<file path="config.mk">
export PLATFORM = sky130hd
export DESIGN_NAME = pplr_regs
export DESIGN_NICKNAME = d
export VERILOG_FILES = /design/src/rtl/pplr_pkg.sv /design/src/rtl/pplr_regs.sv /design/src/rtl/pplr_accum.sv
export SDC_FILE = /design/constraint.sdc
export NUM_CORES = 1
export LEC_CHECK = 0
export BUFFER_PORTS_ARGS = -buffer_cell sky130_fd_sc_hd__clkbuf_2
export CAP_MARGIN = 25
export CORE_ASPECT_RATIO = 1.25
export CORE_MARGIN = 4
export CORE_UTILIZATION = 50
export CTS_CLUSTER_DIAMETER = 60
export CTS_CLUSTER_SIZE = 25
export DETAILED_ROUTE_END_ITERATION = 8
export PLACE_DENSITY = 0.68
export SLEW_MARGIN = 20
export SYNTH_ARGS = -nofsm -noshare
export SYNTH_HDL_FRONTEND = slang
export SYNTH_SLANG_ARGS = --single-unit
</file>
<file path="constraint.sdc">
create_clock -name clk_sys -period 7.2 [get_ports clk_sys]
set_input_delay 2.16 -clock clk_sys [delete_from_list [all_inputs] [get_ports clk_sys]]
set_output_delay 2.16 -clock clk_sys [all_outputs]
set_load 0.03 [all_outputs]
</file>
<file path="src/rtl/pplr_pkg.sv">
package pplr_pkg;

  // ==========================================================
  // Access port address: {domain, offset}
  localparam logic [1:0] PPLR_DOM_CORE = 2'h0;
  localparam logic [1:0] PPLR_DOM_SEC  = 2'h1;
  localparam logic [1:0] PPLR_DOM_MEM  = 2'h2;

  localparam logic [2:0] PPLR_OFS_CAP      = 3'h0;
  localparam logic [2:0] PPLR_OFS_ENERGY   = 3'h1;
  localparam logic [2:0] PPLR_OFS_POLICY   = 3'h2;
  localparam logic [2:0] PPLR_OFS_THROTTLE = 3'h3;
  localparam logic [2:0] PPLR_OFS_RANGE    = 3'h4;

  // ==========================================================
  // Limit and policy register field positions
  localparam int PPLR_LIMIT_LSB  = 0;
  localparam int PPLR_LIMIT_W    = 15;
  localparam int PPLR_EN_BIT     = 15;
  localparam int PPLR_CLAMP_BIT  = 16;
  localparam int PPLR_WEXP_LSB   = 17;
  localparam int PPLR_WEXP_W     = 5;
  localparam int PPLR_WFRAC_LSB  = 22;
  localparam int PPLR_WFRAC_W    = 2;
  localparam int PPLR_LOCK_BIT   = 31;
  localparam int PPLR_PRIO_LSB   = 0;
  localparam int PPLR_PRIO_W     = 5;

  // Range register field positions
  localparam int PPLR_SPEC_LSB   = 0;
  localparam int PPLR_MINP_LSB   = 16;
  localparam int PPLR_MAXP_LSB   = 32;
  localparam int PPLR_MAXW_LSB   = 48;
  localparam int PPLR_MAXW_W     = 6;

  // ==========================================================
  // Reset values
  localparam logic [4:0]  PPLR_CORE_PRIO_RST = 5'h00;
  localparam logic [4:0]  PPLR_SEC_PRIO_RST  = 5'h10;
  localparam logic [3:0]  PPLR_TU_RST        = 4'hA;
  localparam logic [3:0]  PPLR_WIN_TENTHS    = 4'hA;

  // ==========================================================
  // Timing
  localparam int PPLR_CLK_HZ        = 50_000_000;
  localparam int PPLR_REFRESH_US    = 1000;
  localparam int PPLR_REFRESH_CYC   = PPLR_CLK_HZ / 1_000_000 * PPLR_REFRESH_US;
  localparam int PPLR_TU_CYC        = PPLR_CLK_HZ >> PPLR_TU_RST;

  // ==========================================================
  typedef struct packed {
    logic        lock;
    logic [1:0]  win_frac;
    logic [4:0]  win_exp;
    logic        clamp;
    logic        enable;
    logic [14:0] limit;
  } pplr_cap_t;

  // Decoded limit handed to the budget controller
  typedef struct packed {
    logic        enable;
    logic        clamp;
    logic [14:0] limit;
    logic [4:0]  win_exp;
    logic [3:0]  win_tenths;
  } pplr_ctl_t;

  typedef struct packed {
    logic        req;
    logic        wr;
    logic [1:0]  dom;
    logic [2:0]  ofs;
    logic [63:0] wdata;
  } pplr_req_t;

endpackage

</file>
<file path="src/rtl/pplr_regs.sv">
module pplr_regs
  import pplr_pkg::*;
#(
  parameter int          REFRESH_CYC   = PPLR_REFRESH_CYC,
  parameter int          TU_CYC        = PPLR_TU_CYC,
  parameter bit          HAS_SEC       = 1'b1,
  parameter bit          HAS_CORE_THR  = 1'b1,
  parameter bit          HAS_MEM       = 1'b1,
  parameter logic [14:0] MEM_SPEC_PWR  = 15'h0000,
  parameter logic [14:0] MEM_MIN_PWR   = 15'h0000,
  parameter logic [14:0] MEM_MAX_PWR   = 15'h0000,
  parameter logic [5:0]  MEM_MAX_WIN   = 6'h00
) (
  input  wire logic        clk_sys,
  input  wire logic        resetn,
  input  wire pplr_req_t   msr_req,
  output logic             msr_ack,
  output logic [63:0]      msr_rdata,
  input  wire logic [2:0]  energy_valid,
  input  wire logic [47:0] energy_amt,
  input  wire logic        core_throttled,
  input  wire logic        mem_throttled,
  output pplr_ctl_t        core_ctl,
  output pplr_ctl_t        sec_ctl,
  output pplr_ctl_t        mem_ctl,
  output logic [4:0]       core_prio,
  output logic [4:0]       sec_prio
);

  // ==========================================================
  // Stored settings
  pplr_cap_t   plane_cap_reg [2];
  logic [4:0]  plane_prio_reg [2];
  pplr_cap_t   mem_cap_reg;
  pplr_ctl_t   core_ctl_reg;
  pplr_ctl_t   sec_ctl_reg;
  pplr_ctl_t   mem_ctl_reg;
  logic [4:0]  core_prio_reg;
  logic [4:0]  sec_prio_reg;
  logic        msr_ack_reg;
  logic [63:0] msr_rdata_reg;
  logic [63:0] rdata_next;

  logic [31:0] refresh_cnt_reg;
  logic        refresh_tick;
  logic [31:0] thr_cnt_reg [2];
  logic [1:0]  thr_tick;
  logic [31:0] energy_count [3];
  logic [31:0] thr_count [2];
  logic [1:0]  throttled;

  function automatic pplr_cap_t cap_from_word(input logic [63:0] w, input logic has_clamp);
    pplr_cap_t c;
    c.limit    = w[PPLR_LIMIT_LSB +: PPLR_LIMIT_W];
    c.enable   = w[PPLR_EN_BIT];
    c.clamp    = has_clamp & w[PPLR_CLAMP_BIT];
    c.win_exp  = w[PPLR_WEXP_LSB +: PPLR_WEXP_W];
    c.win_frac = w[PPLR_WFRAC_LSB +: PPLR_WFRAC_W];
    c.lock     = w[PPLR_LOCK_BIT];
    return c;
  endfunction

  function automatic logic [63:0] word_from_cap(input pplr_cap_t c);
    logic [63:0] w;
    w = 64'h0;
    w[PPLR_LIMIT_LSB +: PPLR_LIMIT_W] = c.limit;
    w[PPLR_EN_BIT]                    = c.enable;
    w[PPLR_CLAMP_BIT]                 = c.clamp;
    w[PPLR_WEXP_LSB +: PPLR_WEXP_W]   = c.win_exp;
    w[PPLR_WFRAC_LSB +: PPLR_WFRAC_W] = c.win_frac;
    w[PPLR_LOCK_BIT]                  = c.lock;
    return w;
  endfunction

  // Window = 2^exp * (tenths / 10) time units
  function automatic pplr_ctl_t ctl_from_cap(input pplr_cap_t c);
    pplr_ctl_t k;
    k.enable     = c.enable;
    k.clamp      = c.clamp;
    k.limit      = c.limit;
    k.win_exp    = c.win_exp;
    k.win_tenths = PPLR_WIN_TENTHS + {2'b00, c.win_frac};
    return k;
  endfunction

  // ==========================================================
  // Write path
  logic wr_en;
  logic hit_core;
  logic hit_sec;
  logic hit_mem;
  logic hit_cap;
  logic hit_policy;
  logic core_wr_open;
  logic sec_wr_open;
  logic mem_wr_open;

  assign wr_en      = msr_req.req & msr_req.wr;
  assign hit_core   = (msr_req.dom == PPLR_DOM_CORE);
  assign hit_sec    = HAS_SEC && (msr_req.dom == PPLR_DOM_SEC);
  assign hit_mem    = HAS_MEM && (msr_req.dom == PPLR_DOM_MEM);
  assign hit_cap    = (msr_req.ofs == PPLR_OFS_CAP);
  assign hit_policy = (msr_req.ofs == PPLR_OFS_POLICY);

  // A set lock shuts the limit and the policy of its own plane only
  assign core_wr_open = wr_en && hit_core && !plane_cap_reg[0].lock;
  assign sec_wr_open  = wr_en && hit_sec && !plane_cap_reg[1].lock;
  assign mem_wr_open  = wr_en && hit_mem && !mem_cap_reg.lock;

  // Lock comes from the same word, so one write can set and lock
  always_ff @(posedge clk_sys or negedge resetn) begin
    if (!resetn) begin
      plane_cap_reg[0] <= '0;
      plane_cap_reg[1] <= '0;
    end else if (hit_cap) begin
      if (core_wr_open) begin
        plane_cap_reg[0] <= cap_from_word(msr_req.wdata, 1'b1);
      end
      if (sec_wr_open) begin
        plane_cap_reg[1] <= cap_from_word(msr_req.wdata, 1'b1);
      end
    end
  end

  always_ff @(posedge clk_sys or negedge resetn) begin
    if (!resetn) begin
      plane_prio_reg[0] <= PPLR_CORE_PRIO_RST;
      plane_prio_reg[1] <= PPLR_SEC_PRIO_RST;
    end else if (hit_policy) begin
      if (core_wr_open) begin
        plane_prio_reg[0] <= msr_req.wdata[PPLR_PRIO_LSB +: PPLR_PRIO_W];
      end
      if (sec_wr_open) begin
        plane_prio_reg[1] <= msr_req.wdata[PPLR_PRIO_LSB +: PPLR_PRIO_W];
      end
    end
  end

  // Memory domain has no clamp bit
  always_ff @(posedge clk_sys or negedge resetn) begin
    if (!resetn) begin
      mem_cap_reg <= '0;
    end else if (mem_wr_open && hit_cap) begin
      mem_cap_reg <= cap_from_word(msr_req.wdata, 1'b0);
    end
  end

  // ==========================================================
  // Settings handed to the budget controller
  always_ff @(posedge clk_sys or negedge resetn) begin
    if (!resetn) begin
      core_ctl_reg <= '0;
      sec_ctl_reg  <= '0;
      mem_ctl_reg  <= '0;
    end else begin
      core_ctl_reg <= ctl_from_cap(plane_cap_reg[0]);
      sec_ctl_reg  <= ctl_from_cap(plane_cap_reg[1]);
      mem_ctl_reg  <= ctl_from_cap(mem_cap_reg);
    end
  end

  // Priorities trail the policy registers by one cycle
  always_ff @(posedge clk_sys or negedge resetn) begin
    if (!resetn) begin
      core_prio_reg <= PPLR_CORE_PRIO_RST;
      sec_prio_reg  <= PPLR_SEC_PRIO_RST;
    end else begin
      core_prio_reg <= plane_prio_reg[0];
      sec_prio_reg  <= plane_prio_reg[1];
    end
  end

  // ==========================================================
  // Refresh and time-unit timers
  assign refresh_tick = (refresh_cnt_reg == 32'(REFRESH_CYC - 1));

  always_ff @(posedge clk_sys or negedge resetn) begin
    if (!resetn) begin
      refresh_cnt_reg <= 32'h0;
    end else if (refresh_tick) begin
      refresh_cnt_reg <= 32'h0;
    end else begin
      refresh_cnt_reg <= refresh_cnt_reg + 32'h1;
    end
  end

  // Partial time units are kept while not throttled, so short bursts add up
  assign throttled = {mem_throttled & HAS_MEM, core_throttled & HAS_CORE_THR};

  always_ff @(posedge clk_sys or negedge resetn) begin
    if (!resetn) begin
      thr_cnt_reg[0] <= 32'h0;
      thr_cnt_reg[1] <= 32'h0;
    end else begin
      for (int i = 0; i < 2; i++) begin
        if (thr_tick[i]) begin
          thr_cnt_reg[i] <= 32'h0;
        end else if (throttled[i]) begin
          thr_cnt_reg[i] <= thr_cnt_reg[i] + 32'h1;
        end
      end
    end
  end

  always_comb begin
    for (int i = 0; i < 2; i++) begin
      thr_tick[i] = throttled[i] && (thr_cnt_reg[i] == 32'(TU_CYC - 1));
    end
  end

  // ==========================================================
  // Accumulators: core, secondary, memory energy; core, memory throttle
  genvar g;
  generate
    for (g = 0; g < 3; g++) begin : g_energy
      pplr_accum #(.AMT_W(16)) u_energy (
        .clk_sys   (clk_sys),
        .resetn    (resetn),
        .add_valid (energy_valid[g]),
        .add_amt   (energy_amt[g*16 +: 16]),
        .publish   (refresh_tick),
        .count     (energy_count[g])
      );
    end
    for (g = 0; g < 2; g++) begin : g_throttle
      pplr_accum #(.AMT_W(1)) u_thr (
        .clk_sys   (clk_sys),
        .resetn    (resetn),
        .add_valid (thr_tick[g]),
        .add_amt   (1'b1),
        .publish   (thr_tick[g]),
        .count     (thr_count[g])
      );
    end
  endgenerate

  // ==========================================================
  // Read path; absent or unmapped registers read as zero
  always_comb begin
    rdata_next = 64'h0;
    if (msr_req.dom == PPLR_DOM_CORE) begin
      if (msr_req.ofs == PPLR_OFS_CAP) begin
        rdata_next = word_from_cap(plane_cap_reg[0]);
      end else if (msr_req.ofs == PPLR_OFS_ENERGY) begin
        rdata_next = {32'h0, energy_count[0]};
      end else if (msr_req.ofs == PPLR_OFS_POLICY) begin
        rdata_next = {59'h0, plane_prio_reg[0]};
      end else if (msr_req.ofs == PPLR_OFS_THROTTLE && HAS_CORE_THR) begin
        rdata_next = {32'h0, thr_count[0]};
      end
    end else if (msr_req.dom == PPLR_DOM_SEC && HAS_SEC) begin
      if (msr_req.ofs == PPLR_OFS_CAP) begin
        rdata_next = word_from_cap(plane_cap_reg[1]);
      end else if (msr_req.ofs == PPLR_OFS_ENERGY) begin
        rdata_next = {32'h0, energy_count[1]};
      end else if (msr_req.ofs == PPLR_OFS_POLICY) begin
        rdata_next = {59'h0, plane_prio_reg[1]};
      end
    end else if (msr_req.dom == PPLR_DOM_MEM && HAS_MEM) begin
      if (msr_req.ofs == PPLR_OFS_CAP) begin
        rdata_next = word_from_cap(mem_cap_reg);
      end else if (msr_req.ofs == PPLR_OFS_ENERGY) begin
        rdata_next = {32'h0, energy_count[2]};
      end else if (msr_req.ofs == PPLR_OFS_THROTTLE) begin
        rdata_next = {32'h0, thr_count[1]};
      end else if (msr_req.ofs == PPLR_OFS_RANGE) begin
        rdata_next[PPLR_SPEC_LSB +: PPLR_LIMIT_W] = MEM_SPEC_PWR;
        rdata_next[PPLR_MINP_LSB +: PPLR_LIMIT_W] = MEM_MIN_PWR;
        rdata_next[PPLR_MAXP_LSB +: PPLR_LIMIT_W] = MEM_MAX_PWR;
        rdata_next[PPLR_MAXW_LSB +: PPLR_MAXW_W]  = MEM_MAX_WIN;
      end
    end
  end

  always_ff @(posedge clk_sys or negedge resetn) begin
    if (!resetn) begin
      msr_ack_reg <= 1'b0;
    end else begin
      msr_ack_reg <= msr_req.req;
    end
  end

  // Write acks return zero data
  always_ff @(posedge clk_sys or negedge resetn) begin
    if (!resetn) begin
      msr_rdata_reg <= 64'h0;
    end else begin
      msr_rdata_reg <= (msr_req.req && !msr_req.wr) ? rdata_next : 64'h0;
    end
  end

  // ==========================================================
  assign msr_ack   = msr_ack_reg;
  assign msr_rdata = msr_rdata_reg;
  assign core_ctl  = core_ctl_reg;
  assign sec_ctl   = sec_ctl_reg;
  assign mem_ctl   = mem_ctl_reg;
  assign core_prio = core_prio_reg;
  assign sec_prio  = sec_prio_reg;

endmodule

</file>
<file path="src/rtl/pplr_accum.sv">
module pplr_accum
  import pplr_pkg::*;
#(
  parameter int AMT_W = 16
) (
  input  wire logic             clk_sys,
  input  wire logic             resetn,
  input  wire logic             add_valid,
  input  wire logic [AMT_W-1:0] add_amt,
  input  wire logic             publish,
  output logic      [31:0]      count
);

  logic [31:0] pending_reg;
  logic [31:0] pending_next;
  logic [31:0] count_reg;

  always_comb begin
    pending_next = pending_reg;
    if (add_valid) begin
      pending_next = pending_reg + 32'(add_amt);
    end
  end

  // Visible value only moves on publish; both wrap silently
  always_ff @(posedge clk_sys or negedge resetn) begin
    if (!resetn) begin
      pending_reg <= 32'h0;
      count_reg   <= 32'h0;
    end else if (publish) begin
      pending_reg <= 32'h0;
      count_reg   <= count_reg + pending_next;
    end else begin
      pending_reg <= pending_next;
    end
  end

  assign count = count_reg;

endmodule

</file>
== After elaboration in Yosys (flattened, before gate mapping) ==
Index checks and enable logic that the tools add are counted.

* Register bits: 652
* Output and inout bits: 153
* Word-level logic and storage cells: 129
* Input bits: 126

* Reductions and logical operators: 22
* Muxes and demuxes: 32
* Add/sub/neg operators: 16
* Equal/unequal tests: 8
* Bitwise logic cells: 1

{| class="wikitable"
|+ Operators with widths
! operator !! count
|-
| 2-to-1 mux 32 bit || 23
|-
| 2-to-1 mux 64 bit || 4
|-
| adder 32 x 1 -> 32 bit (second input constant) || 5
|-
| adder 32 bit || 5
|-
| adder 32 x 16 -> 32 bit || 3
|-
| == test 32 x 16 -> 1 bit (second input constant) || 3
|-
| 2-to-1 mux 15 bit || 2
|-
| adder 4 x 2 -> 4 bit (first input constant) || 3
|-
| logical AND 1 bit || 10
|-
| AND reduction 2 bit || 4
|-
| == test 3 x 2 -> 1 bit (second input constant) || 2
|-
| 2-to-1 mux 5 bit || 1
|-
| zero test 1 bit || 4
|-
| nonzero test 2 bit || 2
|-
| == test 3 x 1 -> 1 bit (second input constant) || 1
|-
| zero test 3 bit || 1
|-
| == test 2 x 1 -> 1 bit (second input constant) || 1
|-
| == test 2 bit (second input constant) || 1
|-
| zero test 2 bit || 1
|-
| 2-to-1 mux 1 bit || 2
|-
| bitwise AND 1 bit || 1
|}

== Depth between registers and ports, before layout ==
Gate-level depths: netlist of run 1.

* Word-level depth: 8
* Depth in mapped cells: 22
* Depth with buffers taken out: 21

== By module ==
Synthesis of run 1 repeated with hierarchy kept, for this count alone.

* Cells, all modules: 3761
* Area, all modules: 37806.3 µm²

{| class="wikitable"
|+ Modules (own cells, without submodules)
! module !! cells each !! times used !! area an instance (µm²) !! sequential area each (µm²)
|-
| pplr_regs || 1174 || 1 || 13565.5 || 7459.7
|-
| pplr_accum at g_energy[1].u_energy ... || 540 || 2 || 5074.9 || 1601.5
|-
| pplr_accum at g_energy[0].u_energy || 538 || 1 || 5034.8 || 1601.5
|-
| pplr_accum at g_throttle[0].u_thr || 496 || 1 || 4591.9 || 1601.5
|-
| pplr_accum at g_throttle[1].u_thr || 473 || 1 || 4464.3 || 1601.5
|}

== Worst setup path before layout of run 1 ==
No wires, ideal clock.

* Path type: input-to-reg
* From: input port energy_amt[16]
* To: register g_energy[1].u_energy.count_reg[31]
* Buffers on the path: 1
* Cell stages on the path: 21
* Required time: 7121 ps
* Library setup time: 79 ps
* Data arrival time: 6477 ps
* Setup slack: 644 ps
* Cells stage by stage: ha_1 > fa_1 > a21o_1 > a21oi_1 > o21bai_1 > a21o_1 > a21oi_1 > o21ai_0 > a21oi_1 > clkbuf_1 > or3_1 > nand2_1 > ha_1 > nand3_1 > or2_2 > or3_1 > o22ai_1 > o41a_1 > a221o_1 > mux2i_1 > xor2_1

* Word-level cells in the longest chain between the ends: 3

{| class="wikitable"
|+ Ends and longest elaborated chain
! what !! line !! RTL
|-
| start, declared || pplr_regs.sv:20 || <nowiki>input wire logic [47:0] energy_amt,</nowiki>
|-
| adder 32 x 16 -> 32 bit || pplr_accum.sv:21 || <nowiki>pending_next = pending_reg + 32'(add_amt);</nowiki>
|-
| 2-to-1 mux 32 bit || pplr_accum.sv:20 || <nowiki>if (add_valid) begin</nowiki>
|-
| adder 32 bit || pplr_accum.sv:32 || <nowiki>count_reg <= count_reg + pending_next;</nowiki>
|-
| end signal, assigned || pplr_accum.sv:32 ||
|-
| end, declared || pplr_accum.sv:16 || <nowiki>logic [31:0] count_reg;</nowiki>
|}

No other way between the ends.
A chain may end at the register's enable or synchronous reset.

== Worst setup path in the final report of run 1 ==
* From: input port energy_amt[32]
* To: register g_energy[2].u_energy.count_reg[30]

* Word-level cells in the longest chain between the ends: 3

{| class="wikitable"
|+ Ends and longest elaborated chain
! what !! line
|-
| adder 32 x 16 -> 32 bit || pplr_accum.sv:21
|-
| 2-to-1 mux 32 bit || pplr_accum.sv:20
|-
| adder 32 bit || pplr_accum.sv:32
|-
| end signal, assigned || pplr_accum.sv:32
|-
| end, declared || pplr_accum.sv:16
|}

No other way between the ends.

==> results.sh, run 1 <==
export IMPL_ctsHtreeMaxLevel=2
export IMPL_die_y_um=309
export IMPL_rr_endpoint="g_throttle[1].u_thr.count[28]"
export IMPL_dieArea_um2=76800
export IMPL_syn_area_um2=36200
export IMPL_setup_viol=0
export IMPL_areaGrowthSynthToFinish_pct=10.3
export IMPL_rr_startpoint="thr_cnt_reg[16]"
export IMPL_regToRegSetupSlack_ns=1.74
export IMPL_holdPathStages=0
export IMPL_num_rows=110
export IMPL_setup_slack_ns=0.528
export IMPL_yosys_area_top_type="dfrtp_1"
export IMPL_cts_tree="done"
export IMPL_clock_path_buffers=3
export IMPL_grt_pass1_vias=27200
export IMPL_maxSlewViolCount=0
export IMPL_nFillCells=6429
export IMPL_clock_fmax_mhz=150
export IMPL_detail_route_wirelength_mm=98.2
export IMPL_status="finished, final reports clean"
export IMPL_vias=28200
export IMPL_relSlewSlack_pct=25.2
export IMPL_max_cap_violations=0
export IMPL_grt_overflow_total=0
export IMPL_ys_types=83
export IMPL_min_period_ns=6.67
export IMPL_synth_cells=3731
export IMPL_powerDensity_nw_per_um2=308
export IMPL_syn_mean_instance_area_um2=9.70
export IMPL_grt_max_degree=215
export IMPL_postCtsHoldBufs=0
export IMPL_final_area_um2=39900
export IMPL_yosys_top_cells_area="dfrtp_1 43%, ha_1 7.7%, xnor2_1 4.8%"
export IMPL_fin_skew_ns=0.0241
export IMPL_wl_per_cell_um=20.0
export IMPL_start_util_pct=50.4
export IMPL_hp_class="reg2reg"
export IMPL_antenna_found_initial=8
export IMPL_place_detailed_hpwl_mm=74.4
export IMPL_hold_viol=0
export IMPL_worst_endpoint_required_ns=7.69
export IMPL_gp_congestion=0.940
export IMPL_cts_resized=0
export IMPL_drive_gt1_share_pct=13.2
export IMPL_numPortBuffers=206
export IMPL_crit_type="in2reg"
export IMPL_die_w_um=249
export IMPL_synth_main_ff_cell="dfrtp_1"
export IMPL_drt_pass1_iter_count=6
export IMPL_whs_ns=0.389
export IMPL_worst_skew_pair_late_latency_ns=0.62
export IMPL_io_pins=279
export IMPL_min_period_over_period_pct=92.7
export IMPL_ys_warn_count=0
export IMPL_cts_root_buf="clkbuf_16"
export IMPL_worst_slew_pin_slew_ns=1.12
export IMPL_power_static_leakage_nw=19.0
export IMPL_clock_sinks=618
export IMPL_crit_fanout=5
export IMPL_ant_nets=0
export IMPL_critical_path_arrival_ns=7.16
export IMPL_cts_setup_buffers=0
export IMPL_core_area_um2=71800
export IMPL_reg2reg_depth=16
export IMPL_detail_route_vias_per_cell=5.76
export IMPL_ys_seq_elements=618
export IMPL_ir_worst_vdd_mv=0.217
export IMPL_synth_top_area_share_pct=42.6
export IMPL_drc=0
export IMPL_synthArstFlopShare_pct=100
export IMPL_rsz0062_at_grt="no"
export IMPL_grt_pass1_wl_mm=153
export IMPL_yosysSeqAreaShare_pct=42.7
export IMPL_setup_tns_ns=0
export IMPL_clkTransAtPathRegs_ns=0.10
export IMPL_placed_area_um2=38300
export IMPL_crit_path_end_kind="flop"
export IMPL_hold_start="plane_prio_reg[4]"
export IMPL_hold_end="sec_prio[4]"
export IMPL_start_kind="input pin"
export IMPL_pre_cts_slack_ns=0.0383
export IMPL_drt_iter0_drc=2063
export IMPL_grt_usage_pct=24.9
export IMPL_cts_buffers=44
export IMPL_final_nets=4270
export IMPL_synth_edf_count=0
## cell usage after synthesis (17+ instances only)
cell type and number:
o21ai_0 247, xor2_1 158, inv_1 72, nor4_1 24, a2111oi_0 18, nand4_1 58, nor2b_1 20, and2_1 160
a21o_1 97, a21oi_1 245, clkbuf_1 113, o211ai_1 28, nor2_1 235, o21bai_1 26, o31ai_1 24, and3_1 53
mux2_2 146, buf_4 35, nand2b_1 28, xnor2_1 199, a211oi_1 33, a221oi_1 20, nand2_1 395, mux2i_1 32
or3_1 26, and4_1 17, a31oi_1 18, o21a_1 31, nand3_1 105, dfrtp_1 616, nor3_1 41, ha_1 222
## worst max-delay path, cell delays in order
cell and delay, ns:
clkbuf_2 0.10, ha_1 0.22, fa_1 0.43, a21o_1 0.18, a21oi_1 0.21, o21bai_1 0.10
a21oi_1 0.21, o211ai_1 0.26, a211oi_1 0.47, nor3b_1 0.13, xor2_1 0.20, ha_1 0.25
a2111oi_0 0.45, o21ai_0 0.18, a221oi_1 0.40, nor2_1 0.09, a211oi_1 0.35, a21oi_1 0.16
nor4_1 0.38, or4_1 0.17, nand3_1 0.06
## how the worst max path moves through the flow
stage | from | depth (start not counted) | slack (ns) | endpoint
global placement | energy_amt[16] | 22 | 0.18 | g_energy[1].u_energy.count[31]
floorplan | energy_amt[16] | 21 | 0.64 | g_energy[1].u_energy.count[31]
global route | energy_amt[32] | 21 | 0.24 | g_energy[2].u_energy.count[30]
CTS | energy_amt[32] | 21 | 0.66 | g_energy[2].u_energy.count[30]
finish | energy_amt[32] | 21 | 0.53 | g_energy[2].u_energy.count[30]
detailed placement | energy_amt[32] | 21 | 0.04 | g_energy[2].u_energy.count[30]
## report_power, final
part	internal (mW)	switching [mW]
sequential	3.82	0.270
combinational	2.43	3.01
clock	1.30	1.48
## layout by cell type (no fill, tap or decap), types with 10 or more instances in the layout
cell       netlist  layout
dfrtp_1        616     616
nand2_1        395     395
o21ai_0        247     247
a21oi_1        245     245
nor2_1         235     235
ha_1           222     222
clkbuf_2         0     204
xnor2_1        199     199
and2_1         160     160
xor2_1         158     158
mux2_2         146     146
nand3_1        105     105
a21o_1          97      97
inv_1           72      72
nand4_1         58      58
buf_4           35      57
and3_1          53      53
clkbuf_16        0      45
nor3_1          41      41
conb_1           2      34
a211oi_1        33      33
mux2i_1         32      32
o21a_1          31      31
o211ai_1        28      28
nand2b_1        28      28
o21bai_1        26      26
or3_1           26      25
o31ai_1         24      24
nor4_1          24      23
nor2b_1         20      20
a221oi_1        20      20
a31oi_1         18      18
and4_1          17      17
a2111oi_0       18      16
or4_1           15      15
a22oi_1         13      13
or2_2           10      10
a22o_1          10      10
## per-layer routing
layer | GRT usage [%] | share of wire (%)
met2 | 41.9 | 47
met5 | 0 | 0.052
met4 | 10.0 | 4.7
met3 | 4.16 | 5.7
met1 | 32.5 | 42
## layout make-up
cell class	instances	area, um^2	share of cell area, %
clock inverter	32	455	1.14
multi-input combinational	2911	19800	49.7
timing repair buffer	267	1560	3.90
antenna	3	7.51	0.0188
inverter	72	270	0.677
clock buffer	47	1130	2.84
sequential	618	15500	38.7
tap	952	1190	2.98
## cell families (layout without fill, tap and decap cells)
kind of cell	count (synthesis)	count (layout)	share of synthesized area [%]
flops	618	618	42.7
simple gates	1222	1222	16.7
compound gates	886	886	15.3
xor+xnor	357	357	8.64
fa+ha+maj	230	230	8.12
other cells	2	37	0.0207
mux	182	182	5.68
buf+inv	234	418	2.81
## per-stage QoR
stage	instances	total power [mW]	util [%]
after floorplan	3763	8.22	-
after detailed placement	4819	9.53	53.3
after global routing	4899	13.2	55.6
after CTS	4898	12.4	55.5
after global placement	4819	9.44	53.3
final	4902	12.3	55.6
No activity file was read; power rests on OpenSTA's default activity.
==> run 2, diff against run 1 <==
--- a/config.mk
+++ b/config.mk
@@ -8,12 +8,12 @@
 export BUFFER_PORTS_ARGS = -buffer_cell sky130_fd_sc_hd__clkbuf_2
 export CAP_MARGIN = 25
 export CORE_ASPECT_RATIO = 1.25
-export CORE_MARGIN = 4
-export CORE_UTILIZATION = 50
+export CORE_MARGIN = 3
+export CORE_UTILIZATION = 45
 export CTS_CLUSTER_DIAMETER = 60
 export CTS_CLUSTER_SIZE = 25
 export DETAILED_ROUTE_END_ITERATION = 8
-export PLACE_DENSITY = 0.68
+export REMOVE_ABC_BUFFERS = 1
 export SLEW_MARGIN = 20
 export SYNTH_ARGS = -nofsm -noshare
 export SYNTH_HDL_FRONTEND = slang
==> results.sh, run 2 (synthesis results as in run 1) <==
export IMPL_worst_skew_pair_late_latency_ns=0.64
export IMPL_postCtsHoldBufs=0
export IMPL_place_detailed_hpwl_mm=74.6
export IMPL_pre_cts_slack_ns=0.126
export IMPL_placed_area_um2=38500
export IMPL_rr_endpoint="g_throttle[1].u_thr.count[31]"
export IMPL_regToRegSetupSlack_ns=1.73
export IMPL_min_period_over_period_pct=90.3
export IMPL_drt_iter0_drc=2101
export IMPL_max_cap_violations=0
export IMPL_reg2reg_depth=16
export IMPL_maxSlewViolCount=0
export IMPL_setup_viol=0
export IMPL_grt_overflow_total=0
export IMPL_clock_fmax_mhz=154
export IMPL_path_cells="clkbuf_2 > ha_1 > fa_1 > a21o_1 > a21oi_1 > o21bai_1 > a21o_1 > a21oi_1 > o21ai_0 > nand4_1 > mux2i_1 > nand2_1 > ha_1 > a21o_1 > a211oi_1 > o21ai_0 > o31ai_1 > o22ai_1 > o41a_1 > a221o_1 > mux2i_1 > xor2_1"
export IMPL_core_area_um2=79100
export IMPL_ctsHtreeMaxLevel=2
export IMPL_drive_gt1_share_pct=13.6
export IMPL_cts_setup_buffers=0
export IMPL_final_area_um2=40300
export IMPL_antenna_found_initial=5
export IMPL_hold_start="plane_prio_reg[4]"
export IMPL_die_y_um=323
export IMPL_num_rows=115
export IMPL_io_pins=279
export IMPL_clkTransAtPathRegs_ns=0.09
export IMPL_crit_fanout=3
export IMPL_grt_max_degree=169
export IMPL_power_static_leakage_nw=19.1
export IMPL_cpPeakStageDelay_ns=0.42
export IMPL_grt_pass1_vias=27000
export IMPL_hp_class="reg2reg"
export IMPL_dieArea_um2=83900
export IMPL_areaGrowthSynthToFinish_pct=11.4
export IMPL_start_util_pct=45.7
export IMPL_path_buf_inv=1
export IMPL_ant_nets=0
export IMPL_final_nets=4284
export IMPL_rr_startpoint="thr_cnt_reg[16]"
export IMPL_grt_usage_pct=23.6
export IMPL_critical_path_arrival_ns=7.06
export IMPL_drt_pass1_iter_count=5
export IMPL_cts_tree="done"
export IMPL_grt_pass1_wl_mm=155
export IMPL_detail_route_vias_per_cell=5.58
export IMPL_final_cell_mix="616 x dfrtp_1, 395 x nand2_1, 247 x o21ai_0, 245 x a21oi_1, 234 x nor2_1"
export IMPL_crit_path_end_kind="flop"
export IMPL_rsz0062_at_grt="no"
export IMPL_timing_critical_path_max_delay_family="compound AO/OA/AOI/OAI gates"
export IMPL_gp_congestion=0.911
export IMPL_relSlewSlack_pct=30.2
export IMPL_numPortBuffers=206
export IMPL_cts_buffers=47
export IMPL_die_w_um=260
export IMPL_crit_type="in2reg"
export IMPL_hold_end="sec_prio[4]"
export IMPL_drc=0
export IMPL_worst_endpoint_required_ns=7.76
export IMPL_fin_skew_ns=0.0326
export IMPL_setup_tns_ns=0
export IMPL_powerDensity_nw_per_um2=311
export IMPL_crit_path_frequent_cell="a21o_1"
export IMPL_final_common_cell="dfrtp_1"
export IMPL_detail_route_wirelength_mm=99.8
export IMPL_worst_slew_pin_slew_ns=1.05
export IMPL_clock_path_buffers=3
export IMPL_cts_resized=0
export IMPL_holdPathStages=0
export IMPL_hold_viol=0
export IMPL_min_period_ns=6.50
export IMPL_vias=28000
export IMPL_clock_sinks=618
export IMPL_status="finished, final reports clean"
export IMPL_cp_slowest_cell="fa_1"
export IMPL_cts_root_buf="clkbuf_16"
export IMPL_wl_per_cell_um=19.9
export IMPL_setup_slack_ns=0.699
export IMPL_start_kind="input pin"
export IMPL_ir_worst_vdd_mv=0.212
==> run 2: changes by cell type in the layout (fill, tap and decap cells not counted), sizes merged, moves of 2 or more <==
cell      change
buf           +9
clkbuf        +4
clkinv        +6
clkinvlp      +2
inv           -3
==> run 2: worst register-to-register path: stages (launching register included) <==
cell and delay, ns:
dfrtp_1 0.40, or4b_1 0.53, or4_4 0.53, or4_1 0.57, or3_1 0.35, inv_1 0.11
nand2_1 0.07, xnor2_1 0.16, ha_1 0.38, nand3_1 0.19, nor3_1 0.29, or4b_2 0.62
o221ai_1 0.32, a21oi_1 0.15, a21bo_2 0.25, o311ai_2 0.35, xnor2_1 0.17
==> run 2: final cells by class <==
| cell class | count | area (um^2) |
|---|---|---|
| Clock inverter | 36 | 498 |
| Timing Repair Buffer | 278 | 1660 |
| Multi-Input combinational cell | 2911 | 19900 |
| Inverter | 72 | 270 |
| Tap cell | 1053 | 1320 |
| Sequential cell | 618 | 15500 |
| Clock buffer | 51 | 1250 |
| Fill cell | 7401 | 38800 |
| Antenna cell | 2 | 5.00 |
==> run 2: metrics by stage <==
stage                     hold WS [ns]  instances  power (mW)  utilization [%]
final                            0.386       5021        12.5             50.9
after global routing             0.394       5019        13.5             50.9
after CTS                        0.385       5017        12.6             50.9
after detailed placement         0.371       4930        9.57             48.7
after global placement           0.370       4928        9.53             48.7
after floorplan                  0.359       3601        8.18                -
==> run 2: routing by layer <==
metal	global-route usage (%)	vias up	wire length, um
met5	0	-	13
met3	3.46	123	5020
met4	6.46	2	2720
met2	38.7	628	46200
li1	-	13700	-
met1	32.6	13600	45800
==> run 2: how the worst max path moves through the flow <==
| stage | startpoint | to | slack, ns | cells after the start |
|---|---|---|---|---|
| 2_1_floorplan | refresh_cnt_reg[16] | g_energy[0].u_energy.count[31] | -0.55 | 5 |
| 6_report | energy_amt[16] | g_energy[1].u_energy.count[31] | 0.70 | 22 |
| 4_1_cts | energy_amt[0] | g_energy[0].u_energy.count[31] | 0.77 | 21 |
| 3_5_place_dp | energy_amt[16] | g_energy[1].u_energy.count[31] | 0.13 | 22 |
| 5_1_grt | energy_amt[32] | g_energy[2].u_energy.count[30] | 0.26 | 21 |
| 3_3_place_gp | energy_amt[16] | g_energy[1].u_energy.count[31] | 0.11 | 22 |
==> run 2: report_power, final <==
part / internal [mW] / switching [mW] / total [mW]
combinational: 2.44 / 3.04 / 5.48
clock: 1.40 / 1.58 / 2.98
sequential: 3.82 / 0.269 / 4.08
